### src/pkg/usb_irq_pkg.sv
// Shared constants, source layout and types of the USB interrupt aggregator.
// Assumes a single 25 MHz system clock; all counts below are cycles of it.
package usb_irq_pkg;
   localparam int N_EP = 8;                          // Endpoints per direction
   localparam int N_USB = 7;                         // USB event sources
   localparam int N_PER = 5;                         // Codec tx/rx, serial bus, DMA0, DMA1
   localparam int N_SRC = 2 * N_EP + N_USB + N_PER + 1;
   localparam int VEC_W = 5;                         // Width of a vector register code
   // Positions in the pending vector; the vector code equals the position
   localparam int SRC_OUT = 0;
   localparam int SRC_IN = 8;
   localparam int SRC_USB = 16;
   localparam int SRC_PER = 23;
   localparam int SRC_EXT = 28;
   // Positions inside the USB status field
   localparam int ST_RESET = 0;
   localparam int ST_SUSP = 1;
   localparam int ST_RESUME = 2;
   localparam int ST_SOF = 3;
   localparam int ST_PSEUDO_FRAME_FLAG = 4;
   localparam int ST_SETUP = 5;
   localparam int ST_SETUP_OVERWRITE_FLAG = 6;
   // Values after reset
   localparam logic [N_SRC-1:0] PEND_RST = 29'h0000_0000;
   // Timing
   localparam int CLK_KHZ = 25000;
   localparam int CLK_PERIOD_PS = 1000000000 / CLK_KHZ;
   localparam int SUSPEND_MS = 5;                    // Idle time before suspend
   localparam int SUSPEND_CYC_DEF = SUSPEND_MS * CLK_KHZ;
   localparam int FRAME_US = 1000;                   // USB frame period
   localparam int FRAME_CYC_DEF = FRAME_US * CLK_KHZ / 1000;
   localparam int EXT_IRQ_PIN_CLK_KHZ = 24000;              // Least low time is one period of this
   localparam int EXT_IRQ_PIN_PERIOD_PS = 1000000000 / EXT_IRQ_PIN_CLK_KHZ;
   localparam int EXT_IRQ_PIN_LOW_CYC = (EXT_IRQ_PIN_PERIOD_PS + CLK_PERIOD_PS - 1) / CLK_PERIOD_PS;
   localparam int GRST_CYC = 4;                      // Length of the global reset pulse
   // Power state of the core clock
   typedef enum logic [1:0] {
      PW_RUN = 2'b01,
      PW_SUSP = 2'b10
   } pw_state_t;
   // One-hot clear mask of a vector code; unknown codes clear nothing
   function automatic logic [N_SRC-1:0] vec_onehot(input logic [VEC_W-1:0] code);
      logic [N_SRC-1:0] m;
      m = '0;
      if (int'(code) < N_SRC) begin
         m[code] = 1'b1;
      end
      return m;
   endfunction
endpackage

### src/pkg/ext_irq_pin_if.sv
// Carries the filtered external interrupt from its pin filter to the aggregator.
// Both ends run on the same clock.
`timescale 1ns/100ps
interface ext_irq_pin_if;
   logic evt;   // One-cycle pulse per recognised low-going request
   logic low;   // Filtered pin level is low (wake activity)
   modport src (output evt, output low);
   modport dst (input evt, input low);
endinterface

### src/hdl/ext_pin_filter.sv
// Synchroniser and recogniser for the active-low external interrupt pin.
// Assumes the pin is asynchronous to clk.
`timescale 1ns/100ps
module ext_pin_filter
   import usb_irq_pkg::*;
(
   input wire logic clk,
   input wire logic rst,
   input wire logic ext_irq_pin_n,
   ext_irq_pin_if.src xo
);
   logic [2:0] sync_ff;   // Three-stage synchroniser
   logic [1:0] low_cnt_ff; // Agreed-low cycles seen
   logic armed_ff;        // Pin has returned high since last recognition
   logic evt_ff;
   logic low_ff;
   logic agree_low;
   logic agree_high;

   // Only the second and third stages are looked at
   assign agree_low = ~sync_ff[1] & ~sync_ff[2];
   assign agree_high = sync_ff[1] & sync_ff[2];

   // Synchroniser chain, idle high
   always_ff @(posedge clk or posedge rst) begin
      if (rst) begin
         sync_ff <= 3'h7;
      end else begin
         sync_ff <= {sync_ff[1:0], ext_irq_pin_n};
      end
   end

   // Low-time counter and one recognition per low pulse
   always_ff @(posedge clk or posedge rst) begin
      if (rst) begin
         low_cnt_ff <= 2'h0;
         armed_ff <= 1'b1;
         evt_ff <= 1'b0;
         low_ff <= 1'b0;
      end else begin
         evt_ff <= 1'b0;
         low_ff <= agree_low;
         if (!agree_low) begin
            low_cnt_ff <= 2'h0;
         end else if (low_cnt_ff != 2'(EXT_IRQ_PIN_LOW_CYC)) begin
            low_cnt_ff <= low_cnt_ff + 2'h1;
         end
         if (agree_high) begin
            armed_ff <= 1'b1;
         end else if (armed_ff && agree_low && low_cnt_ff == 2'(EXT_IRQ_PIN_LOW_CYC - 1)) begin
            evt_ff <= 1'b1;
            armed_ff <= 1'b0;
         end
      end
   end

   assign xo.evt = evt_ff;
   assign xo.low = low_ff;
endmodule

### src/hdl/usb_interrupt_aggregator.sv
// Interrupt, reset and suspend logic in front of the embedded core.
// Assumes USB events arrive as one-cycle pulses on clk; pins are asynchronous.
`timescale 1ns/100ps
module usb_interrupt_aggregator #(
   parameter int SUSPEND_CYC = usb_irq_pkg::SUSPEND_CYC_DEF,
   parameter int FRAME_CYC = usb_irq_pkg::FRAME_CYC_DEF
) (
   input wire logic clk,
   input wire logic rst,
   input wire logic [usb_irq_pkg::N_EP-1:0] ep_out_done,
   input wire logic [usb_irq_pkg::N_EP-1:0] ep_out_iso,
   input wire logic [usb_irq_pkg::N_EP-1:0] ep_in_ack,
   input wire logic [usb_irq_pkg::N_EP-1:0] ep_in_iso,
   input wire logic [usb_irq_pkg::N_EP-1:0] ep_out_irq_en,
   input wire logic [usb_irq_pkg::N_EP-1:0] ep_in_irq_en,
   input wire logic [usb_irq_pkg::N_USB-1:0] usb_irq_en,
   input wire logic [usb_irq_pkg::N_PER-1:0] periph_irq_en,
   input wire logic [usb_irq_pkg::N_PER-1:0] periph_evt,
   input wire logic bus_reset_det,
   input wire logic bus_idle_j,
   input wire logic bus_activity,
   input wire logic sof_rx,
   input wire logic setup_ok,
   input wire logic func_reset_enable,
   input wire logic ext_irq_pin_n,
   input wire logic ext_irq_enable,
   input wire logic vec_wr,
   input wire logic [usb_irq_pkg::VEC_W-1:0] vec_code,
   input wire logic core_idle_bit,
   input wire logic [7:0] port3_pin_n,
   input wire logic [7:0] port3_wake_en,
   input wire logic port3_bit3_gpio_sel,
   output logic combined_irq_line,
   output logic second_ext_irq_input,
   output logic port3_bit3_gpio_in,
   output logic [usb_irq_pkg::N_EP-1:0] ep_out_status,
   output logic [usb_irq_pkg::N_EP-1:0] ep_in_status,
   output logic [usb_irq_pkg::N_USB-1:0] usb_status_reg,
   output logic usb_logic_rst,
   output logic global_rst,
   output logic reset_out_pin,
   output logic mcu_clk_en,
   output logic suspend_active
);
   import usb_irq_pkg::*;

   localparam int SW = $clog2(SUSPEND_CYC + 2);  // Idle counter width
   localparam int FW = $clog2(FRAME_CYC + 2);    // Frame counter width

   ext_irq_pin_if xi ();                        // Filtered external pin
   logic [N_SRC-1:0] pend_ff;            // Sticky pending sources
   logic [N_SRC-1:0] nxt_pend;
   logic [N_SRC-1:0] set_vec;            // Events arriving this cycle
   logic [N_SRC-1:0] clr_vec;            // Vector register clears
   logic [N_SRC-1:0] en_vec;             // Source enables
   logic [SW-1:0] idle_cnt_ff;           // Idle/J time counter
   logic [FW-1:0] frame_cnt_ff;          // Time since last SOF
   logic [2:0] grst_cnt_ff;              // Global reset length
   logic grst_fire;                      // Start of a global reset
   logic susp_hit;
   logic pseudo_frame_flag_hit;
   logic resume_hit;
   logic wake;
   pw_state_t pw_ff;
   logic [7:0] p3_s1_ff;                 // Port 3 synchroniser stages
   logic [7:0] p3_s2_ff;
   logic [7:0] p3_s3_ff;
   logic [7:0] p3_low;
   logic irq_ff;
   logic second_ext_irq_input_ff;
   logic gpio3_ff;
   logic usb_rst_ff;
   logic grst_ff;
   logic reset_out_pin_ff;
   logic clk_en_ff;

   // External pin filter
   ext_pin_filter u_ext_irq_pin (
      .clk(clk),
      .rst(rst),
      .ext_irq_pin_n(ext_irq_pin_n),
      .xo(xi)
   );

   // Port 3 lines come from pins: three stages, a line reads low only when stages 2 and 3 agree, except the bit 3 I/O input, taken from stage 3 alone
   always_ff @(posedge clk or posedge rst) begin
      if (rst) begin
         p3_s1_ff <= 8'hFF;
         p3_s2_ff <= 8'hFF;
         p3_s3_ff <= 8'hFF;
      end else begin
         p3_s1_ff <= port3_pin_n;
         p3_s2_ff <= p3_s1_ff;
         p3_s3_ff <= p3_s2_ff;
      end
   end
   assign p3_low = ~p3_s2_ff & ~p3_s3_ff;

   // Suspend detection: idle beyond the limit, counted once per idle period
   always_ff @(posedge clk or posedge rst) begin
      if (rst) begin
         idle_cnt_ff <= '0;
      end else if (!bus_idle_j) begin
         idle_cnt_ff <= '0;
      end else if (idle_cnt_ff != SW'(SUSPEND_CYC + 1)) begin
         idle_cnt_ff <= idle_cnt_ff + SW'(1);
      end
   end
   assign susp_hit = bus_idle_j && idle_cnt_ff == SW'(SUSPEND_CYC);

   // Frame watchdog: cleared by every SOF, fires once per missed frame
   always_ff @(posedge clk or posedge rst) begin
      if (rst) begin
         frame_cnt_ff <= '0;
      end else if (sof_rx || pseudo_frame_flag_hit || usb_rst_ff) begin
         // A bus reset restarts the watchdog along with the rest of the USB logic
         frame_cnt_ff <= '0;
      end else begin
         frame_cnt_ff <= frame_cnt_ff + FW'(1);
      end
   end
   // Fires two cycles past a whole frame, so a punctual SOF never trips it
   assign pseudo_frame_flag_hit = !sof_rx && frame_cnt_ff == FW'(FRAME_CYC + 1);

   // Wake sources that cancel suspend
   assign wake = xi.low || |(p3_low & port3_wake_en);
   assign resume_hit = pw_ff == PW_SUSP && bus_activity;

   // Power state: suspend entered on idle timeout, left on activity or wake
   always_ff @(posedge clk or posedge rst) begin
      if (rst) begin
         pw_ff <= PW_RUN;
      end else begin
         case (pw_ff)
            PW_RUN: begin
               if (susp_hit && !grst_fire) begin
                  pw_ff <= PW_SUSP;
               end
            end
            PW_SUSP: begin
               if (bus_activity || wake || grst_fire) begin
                  pw_ff <= PW_RUN;
               end
            end
            default: begin
               pw_ff <= PW_RUN;
            end
         endcase
      end
   end

   // Core clock stops only in suspend with the idle bit set
   always_ff @(posedge clk or posedge rst) begin
      if (rst) begin
         clk_en_ff <= 1'b1;
      end else begin
         clk_en_ff <= !(pw_ff == PW_SUSP && core_idle_bit && !wake);
      end
   end

   // Events of this cycle, one bit per source
   always_comb begin
      set_vec = '0;
      set_vec[SRC_OUT +: N_EP] = ep_out_done & ~ep_out_iso;
      set_vec[SRC_IN +: N_EP] = ep_in_ack & ~ep_in_iso;
      set_vec[SRC_USB + ST_RESET] = bus_reset_det;
      set_vec[SRC_USB + ST_SUSP] = susp_hit;
      set_vec[SRC_USB + ST_RESUME] = resume_hit;
      set_vec[SRC_USB + ST_SOF] = sof_rx;
      set_vec[SRC_USB + ST_PSEUDO_FRAME_FLAG] = pseudo_frame_flag_hit;
      // A second setup while the first is still in service is reported apart
      set_vec[SRC_USB + ST_SETUP] = setup_ok && !pend_ff[SRC_USB + ST_SETUP];
      set_vec[SRC_USB + ST_SETUP_OVERWRITE_FLAG] = setup_ok && pend_ff[SRC_USB + ST_SETUP];
      set_vec[SRC_PER +: N_PER] = periph_evt;
      set_vec[SRC_EXT] = xi.evt;
   end

   // Enables; the reset flag does not interrupt when it resets the chip
   always_comb begin
      en_vec = {ext_irq_enable, periph_irq_en, usb_irq_en, ep_in_irq_en, ep_out_irq_en};
      en_vec[SRC_USB + ST_RESET] = usb_irq_en[ST_RESET] && !func_reset_enable;
   end

   // Firmware clears one source per vector write
   assign clr_vec = vec_wr ? vec_onehot(vec_code) : '0;
   assign grst_fire = pend_ff[SRC_USB + ST_RESET] && func_reset_enable && grst_cnt_ff == 3'h0;

   // Pending bits: an event in the clearing cycle wins; global reset wipes all
   always_comb begin
      nxt_pend = (pend_ff & ~clr_vec) | set_vec;
      if (grst_fire) begin
         nxt_pend = PEND_RST;
      end
   end

   always_ff @(posedge clk or posedge rst) begin
      if (rst) begin
         pend_ff <= PEND_RST;
      end else begin
         pend_ff <= nxt_pend;
      end
   end

   // Global reset pulse on the core and the reset output
   always_ff @(posedge clk or posedge rst) begin
      if (rst) begin
         grst_cnt_ff <= 3'h0;
         grst_ff <= 1'b0;
         reset_out_pin_ff <= 1'b0;
      end else begin
         if (grst_fire) begin
            grst_cnt_ff <= 3'(GRST_CYC);
         end else if (grst_cnt_ff != 3'h0) begin
            grst_cnt_ff <= grst_cnt_ff - 3'h1;
         end
         grst_ff <= grst_fire || grst_cnt_ff > 3'h1;
         reset_out_pin_ff <= grst_fire || grst_cnt_ff > 3'h1;
      end
   end

   // USB logic reset: one pulse when the reset flag gets set
   always_ff @(posedge clk or posedge rst) begin
      if (rst) begin
         usb_rst_ff <= 1'b0;
      end else begin
         usb_rst_ff <= bus_reset_det && !pend_ff[SRC_USB + ST_RESET];
      end
   end

   // Combined request; registered from the next pending value, so it rises with the pending set
   always_ff @(posedge clk or posedge rst) begin
      if (rst) begin
         irq_ff <= 1'b0;
      end else begin
         irq_ff <= |(nxt_pend & en_vec);
      end
   end

   // Port 3 bit 3: second request input, or plain input when used as I/O
   always_ff @(posedge clk or posedge rst) begin
      if (rst) begin
         second_ext_irq_input_ff <= 1'b0;
         gpio3_ff <= 1'b1;
      end else begin
         gpio3_ff <= p3_s3_ff[3];
         second_ext_irq_input_ff <= !port3_bit3_gpio_sel && p3_low[3];
      end
   end

   // Outputs straight from flip-flops
   assign combined_irq_line = irq_ff;
   assign second_ext_irq_input = second_ext_irq_input_ff;
   assign port3_bit3_gpio_in = gpio3_ff;
   assign ep_out_status = pend_ff[SRC_OUT +: N_EP];
   assign ep_in_status = pend_ff[SRC_IN +: N_EP];
   assign usb_status_reg = pend_ff[SRC_USB +: N_USB];
   assign usb_logic_rst = usb_rst_ff;
   assign global_rst = grst_ff;
   assign reset_out_pin = reset_out_pin_ff;
   assign mcu_clk_en = clk_en_ff;
   assign suspend_active = pw_ff[1]; // Suspend bit of the one-hot state flop
endmodule

### config.mk
export PLATFORM = sky130hd
export DESIGN_NAME = usb_interrupt_aggregator
export DESIGN_NICKNAME = d
export VERILOG_FILES = /design/src/pkg/usb_irq_pkg.sv /design/src/pkg/ext_irq_pin_if.sv /design/src/hdl/ext_pin_filter.sv /design/src/hdl/usb_interrupt_aggregator.sv
export SDC_FILE = /design/constraint.sdc
export NUM_CORES = 1
export LEC_CHECK = 0
export ABC_AREA = 1
export ABC_CLOCK_PERIOD_IN_PS = 3800
export BUFFER_PORTS_ARGS = -buffer_cell sky130_fd_sc_hd__buf_2
export CAP_MARGIN = 20
export CORE_MARGIN = 2
export CORE_UTILIZATION = 53
export DETAILED_ROUTE_END_ITERATION = 16
export PLACE_DENSITY = 0.87
export SKIP_LAST_GASP = 1
export SLEW_MARGIN = 15
export SYNTH_ARGS = -nofsm -noshare
export SYNTH_HDL_FRONTEND = slang
export SYNTH_SLANG_ARGS = --single-unit
### constraint.sdc
create_clock -name clk -period 3.8 [get_ports clk]
set_input_delay 0.38 -clock clk [delete_from_list [all_inputs] [get_ports clk]]
set_output_delay 0.38 -clock clk [all_outputs]
set_load 0.02 [all_outputs]
==> flow_summary.yaml <==
status:
  status: "finished clean"
cts:
  clock_latency_ns: 0.38
  hold_buffers: 0
  cts_setup_buffers: 0
  h-tree-depth: 3
  cts.path.max_buffers: 2
  cts_buffers: 9
  cts_sinks: 104
  path_clk_slew_ns: 0.11
  ctsResizeCount: 0
  cts_tree: "done"
  cts_root_buf: "clkbuf_8"
worst_setup_path:
  critPathCaptureType: "register"
  r2r_slack_ns: 1.26
  critical_path_class: "reg2reg"
  crit_path_frequent_cell: "nand2_1"
  slowest_stage: "nor2_4"
  r2r_end: "combined_irq_line"
  r2r_start: "grst_cnt_ff[0]"
  worstPathRequired_ns: 4.07
  arrival_ns: 2.81
  cpPeakStageDelay_ns: 0.59
  reg2regPathDepth: 11
  critPathLaunchType: "register"
  worst-path-max-fanout: 32
  path_cells: "inv_1 -> ha_1 -> nand2_1 -> nor2_4 -> inv_2 -> nand4_1 -> nand2_1 -> nor2_1 -> nand2_1 -> nor2_1 -> nand3_1"
pwr:
  p_leak_nw: 2.876
  power_density_mw_per_mm2: 502.2
  ir_drop_uv: 190.7
  p_total_mw: 2.950
timing:
  tightest_slew_ns: 0.8071
  setup_viol: 0
  hold_ws_ns: 0.08951
  rsz0062_at_grt: "false"
  hold_violations: 0
  fmax_ghz: 0.3934
  clock_skew_ns: 0.01160
  setup-tns-final_ns: 0
  final.period_utilization_pct: 66.89
  drv_slew: 0
  period_minus_slack_ns: 2.542
  setup_ws_ns: 1.258
  max_slew_margin_pct: 46.20
route:
  vias: 4360
  ant_nets: 0
  vias_per_cell: 5.197
  dr.pass1.iters: 5
  drt_iter0_drc: 159
  wl_per_cell_um: 14.03
  wirelength_um: 11770
  drcViolationCount: 0
layout:
  drive_gt1_share_pct: 28.59
  regArea_mm2: 0.002641
  final_net_count: 814
  antenna_cells: 0
  syn2layout_area_growth_pct: 15.70
  postLayoutCellArea_mm2: 0.005873
  multi_input_area_mm2: 0.001928
  fillers: 782
placement:
  gp_congestion: 0.8627
  pre_cts_ws_ns: 1.332
  dp_hpwl_um: 8827
  placed_cell_area_mm2: 0.005675
  port-buffer-count: 129
floorplan:
  start_util_pct: 54.68
  pin_count: 130
  fp.coreArea_mm2: 0.009284
  rows: 35
  die_y_um: 101.9
  die_area_mm2: 0.01038
  die_w_um: 101.9
yosys:
  netlist_area_mm2: 0.005076
  synth-seq-cells: 104
  synth_cell_types: 36
  yosys_warnings: 0
  synth_ff_type: "dfrtp_1"
  ys_seq_area_share_pct: 52.03
  ys_async_sr_fraction_pct: 100.0
  syn_avg_cell_area_um2: 8.531
  synth_nets: 704
  synth_edf_count: 0
  synthCells: 595
global_route:
  grtUsageTotal_pct: 23.32
  antenna_found_initial: 0
  grt_max_degree: 96
  overflow: 0
  grt_pass1_vias: 4327
  grt_pass1_wl_um: 19070
worst_hold_path:
  hold_start: "port3_pin_n[0]"
  hp-class: "in2reg"
  hold_end: "p3_s1_ff[0]"
  hold_depth: 1
run:
  drv_cap: 0
-- kinds of logic (layout without fill, tap and decap cells) --
kind of cell / count (synthesis) / after routing / synth area share [%]
fa+ha+maj: 10 / 10 / 2.465
buf+inv: 108 / 223 / 9.983
xor+xnor: 6 / 6 / 1.035
simple gates: 280 / 280 / 25.36
flops: 104 / 104 / 52.03
compound gates: 87 / 87 / 9.120
-- sequential cells by signal (all words and copies together), names as in the netlist --
register                  count
second_ext_irq_input          1
u_ext_irq_pin.low_cnt_ff      2
reset_out_pin                 1
frame_cnt_ff                 15
p3_s1_ff                      8
port3_bit3_gpio_in            1
p3_s3_ff                      8
u_ext_irq_pin.xo.evt          1
p3_s2_ff                      8
mcu_clk_en                    1
idle_cnt_ff                  17
u_ext_irq_pin.sync_ff         3
combined_irq_line             1
usb_logic_rst                 1
grst_cnt_ff                   3
u_ext_irq_pin.armed_ff        1
pend_ff                      29
pw_ff                         2
u_ext_irq_pin.xo.low          1
-- report_power, final --
| group | total (mW) | internal (mW) | switching [mW] |
|---|---|---|---|
| sequential | 1.40 | 1.30 | 0.102 |
| combinational | 0.864 | 0.296 | 0.567 |
| clock | 0.682 | 0.259 | 0.422 |
| total | 2.95 | 1.86 | 1.09 |
-- layout make-up --
cell class,instances,share of cell area (%)
multi-input cells,383,32.83
clock buffers,9,2.109
flip-flops and latches,104,44.97
clock inverters,7,1.214
inverters,77,5.006
well taps,129,2.748
repair buffers,130,11.12
-- critical path, delay by kind of cell, from the launching register on --
family,cells,cell delay [ns]
AND/OR/NAND/NOR,8,1.34
adder cells (fa/ha/maj),1,0.17
flip-flops,1,0.43
buffers and inverters,2,0.50
-- stage by stage --
step | instances | utilization (%)
5_1_grt | 839 | 63.26
3_5_place_dp | 823 | 61.13
2_1_floorplan | 595 | -
4_1_cts | 839 | 63.23
3_3_place_gp | 823 | 61.13
6_report | 839 | 63.26
-- Yosys cell counts (all sizes together), types with 8 or more instances --
| library cell | number | area [µm²] |
|---|---|---|
| buf | 30 | 214.0 |
| dfstp | 31 | 814.5 |
| nor2 | 77 | 334.1 |
| nand2 | 119 | 454.2 |
| nor3 | 11 | 71.32 |
| ha | 10 | 125.1 |
| inv | 77 | 289.0 |
| dfrtp | 73 | 1827 |
| o21ai | 39 | 195.2 |
| a21oi | 40 | 200.2 |
| nor3b | 8 | 70.06 |
| nand3 | 56 | 300.3 |
-- per-layer routing --
layer	up-vias	GRT usage, %	wire (µm)
li1	2112	-	-
met4	0	12.51	419
met3	39	3.283	747
met5	-	0	0
met1	2030	29.19	4706
met2	179	39.37	5899
-- worst max path at each step --
stage                        endpoint  depth (start not counted)            from
finish              combined_irq_line                         11  grst_cnt_ff[0]
detailed placement  combined_irq_line                         11  grst_cnt_ff[0]
global route        combined_irq_line                         11  grst_cnt_ff[0]
floorplan           combined_irq_line                          1             rst
CTS                 combined_irq_line                         11  grst_cnt_ff[0]
global placement    combined_irq_line                         11  grst_cnt_ff[0]
-- cell usage in the layout (no fill, tap or decap), types with 9 or more instances in the layout --
master,instances
buf_2,129
clkbuf_8,9
nand3_1,52
inv_1,74
dfrtp_1,73
o21ai_0,39
nor2_1,67
ha_1,10
nand2_1,116
a21oi_1,40
dfstp_2,31
nor3_1,9
No activity file was read; power rests on OpenSTA's default activity.
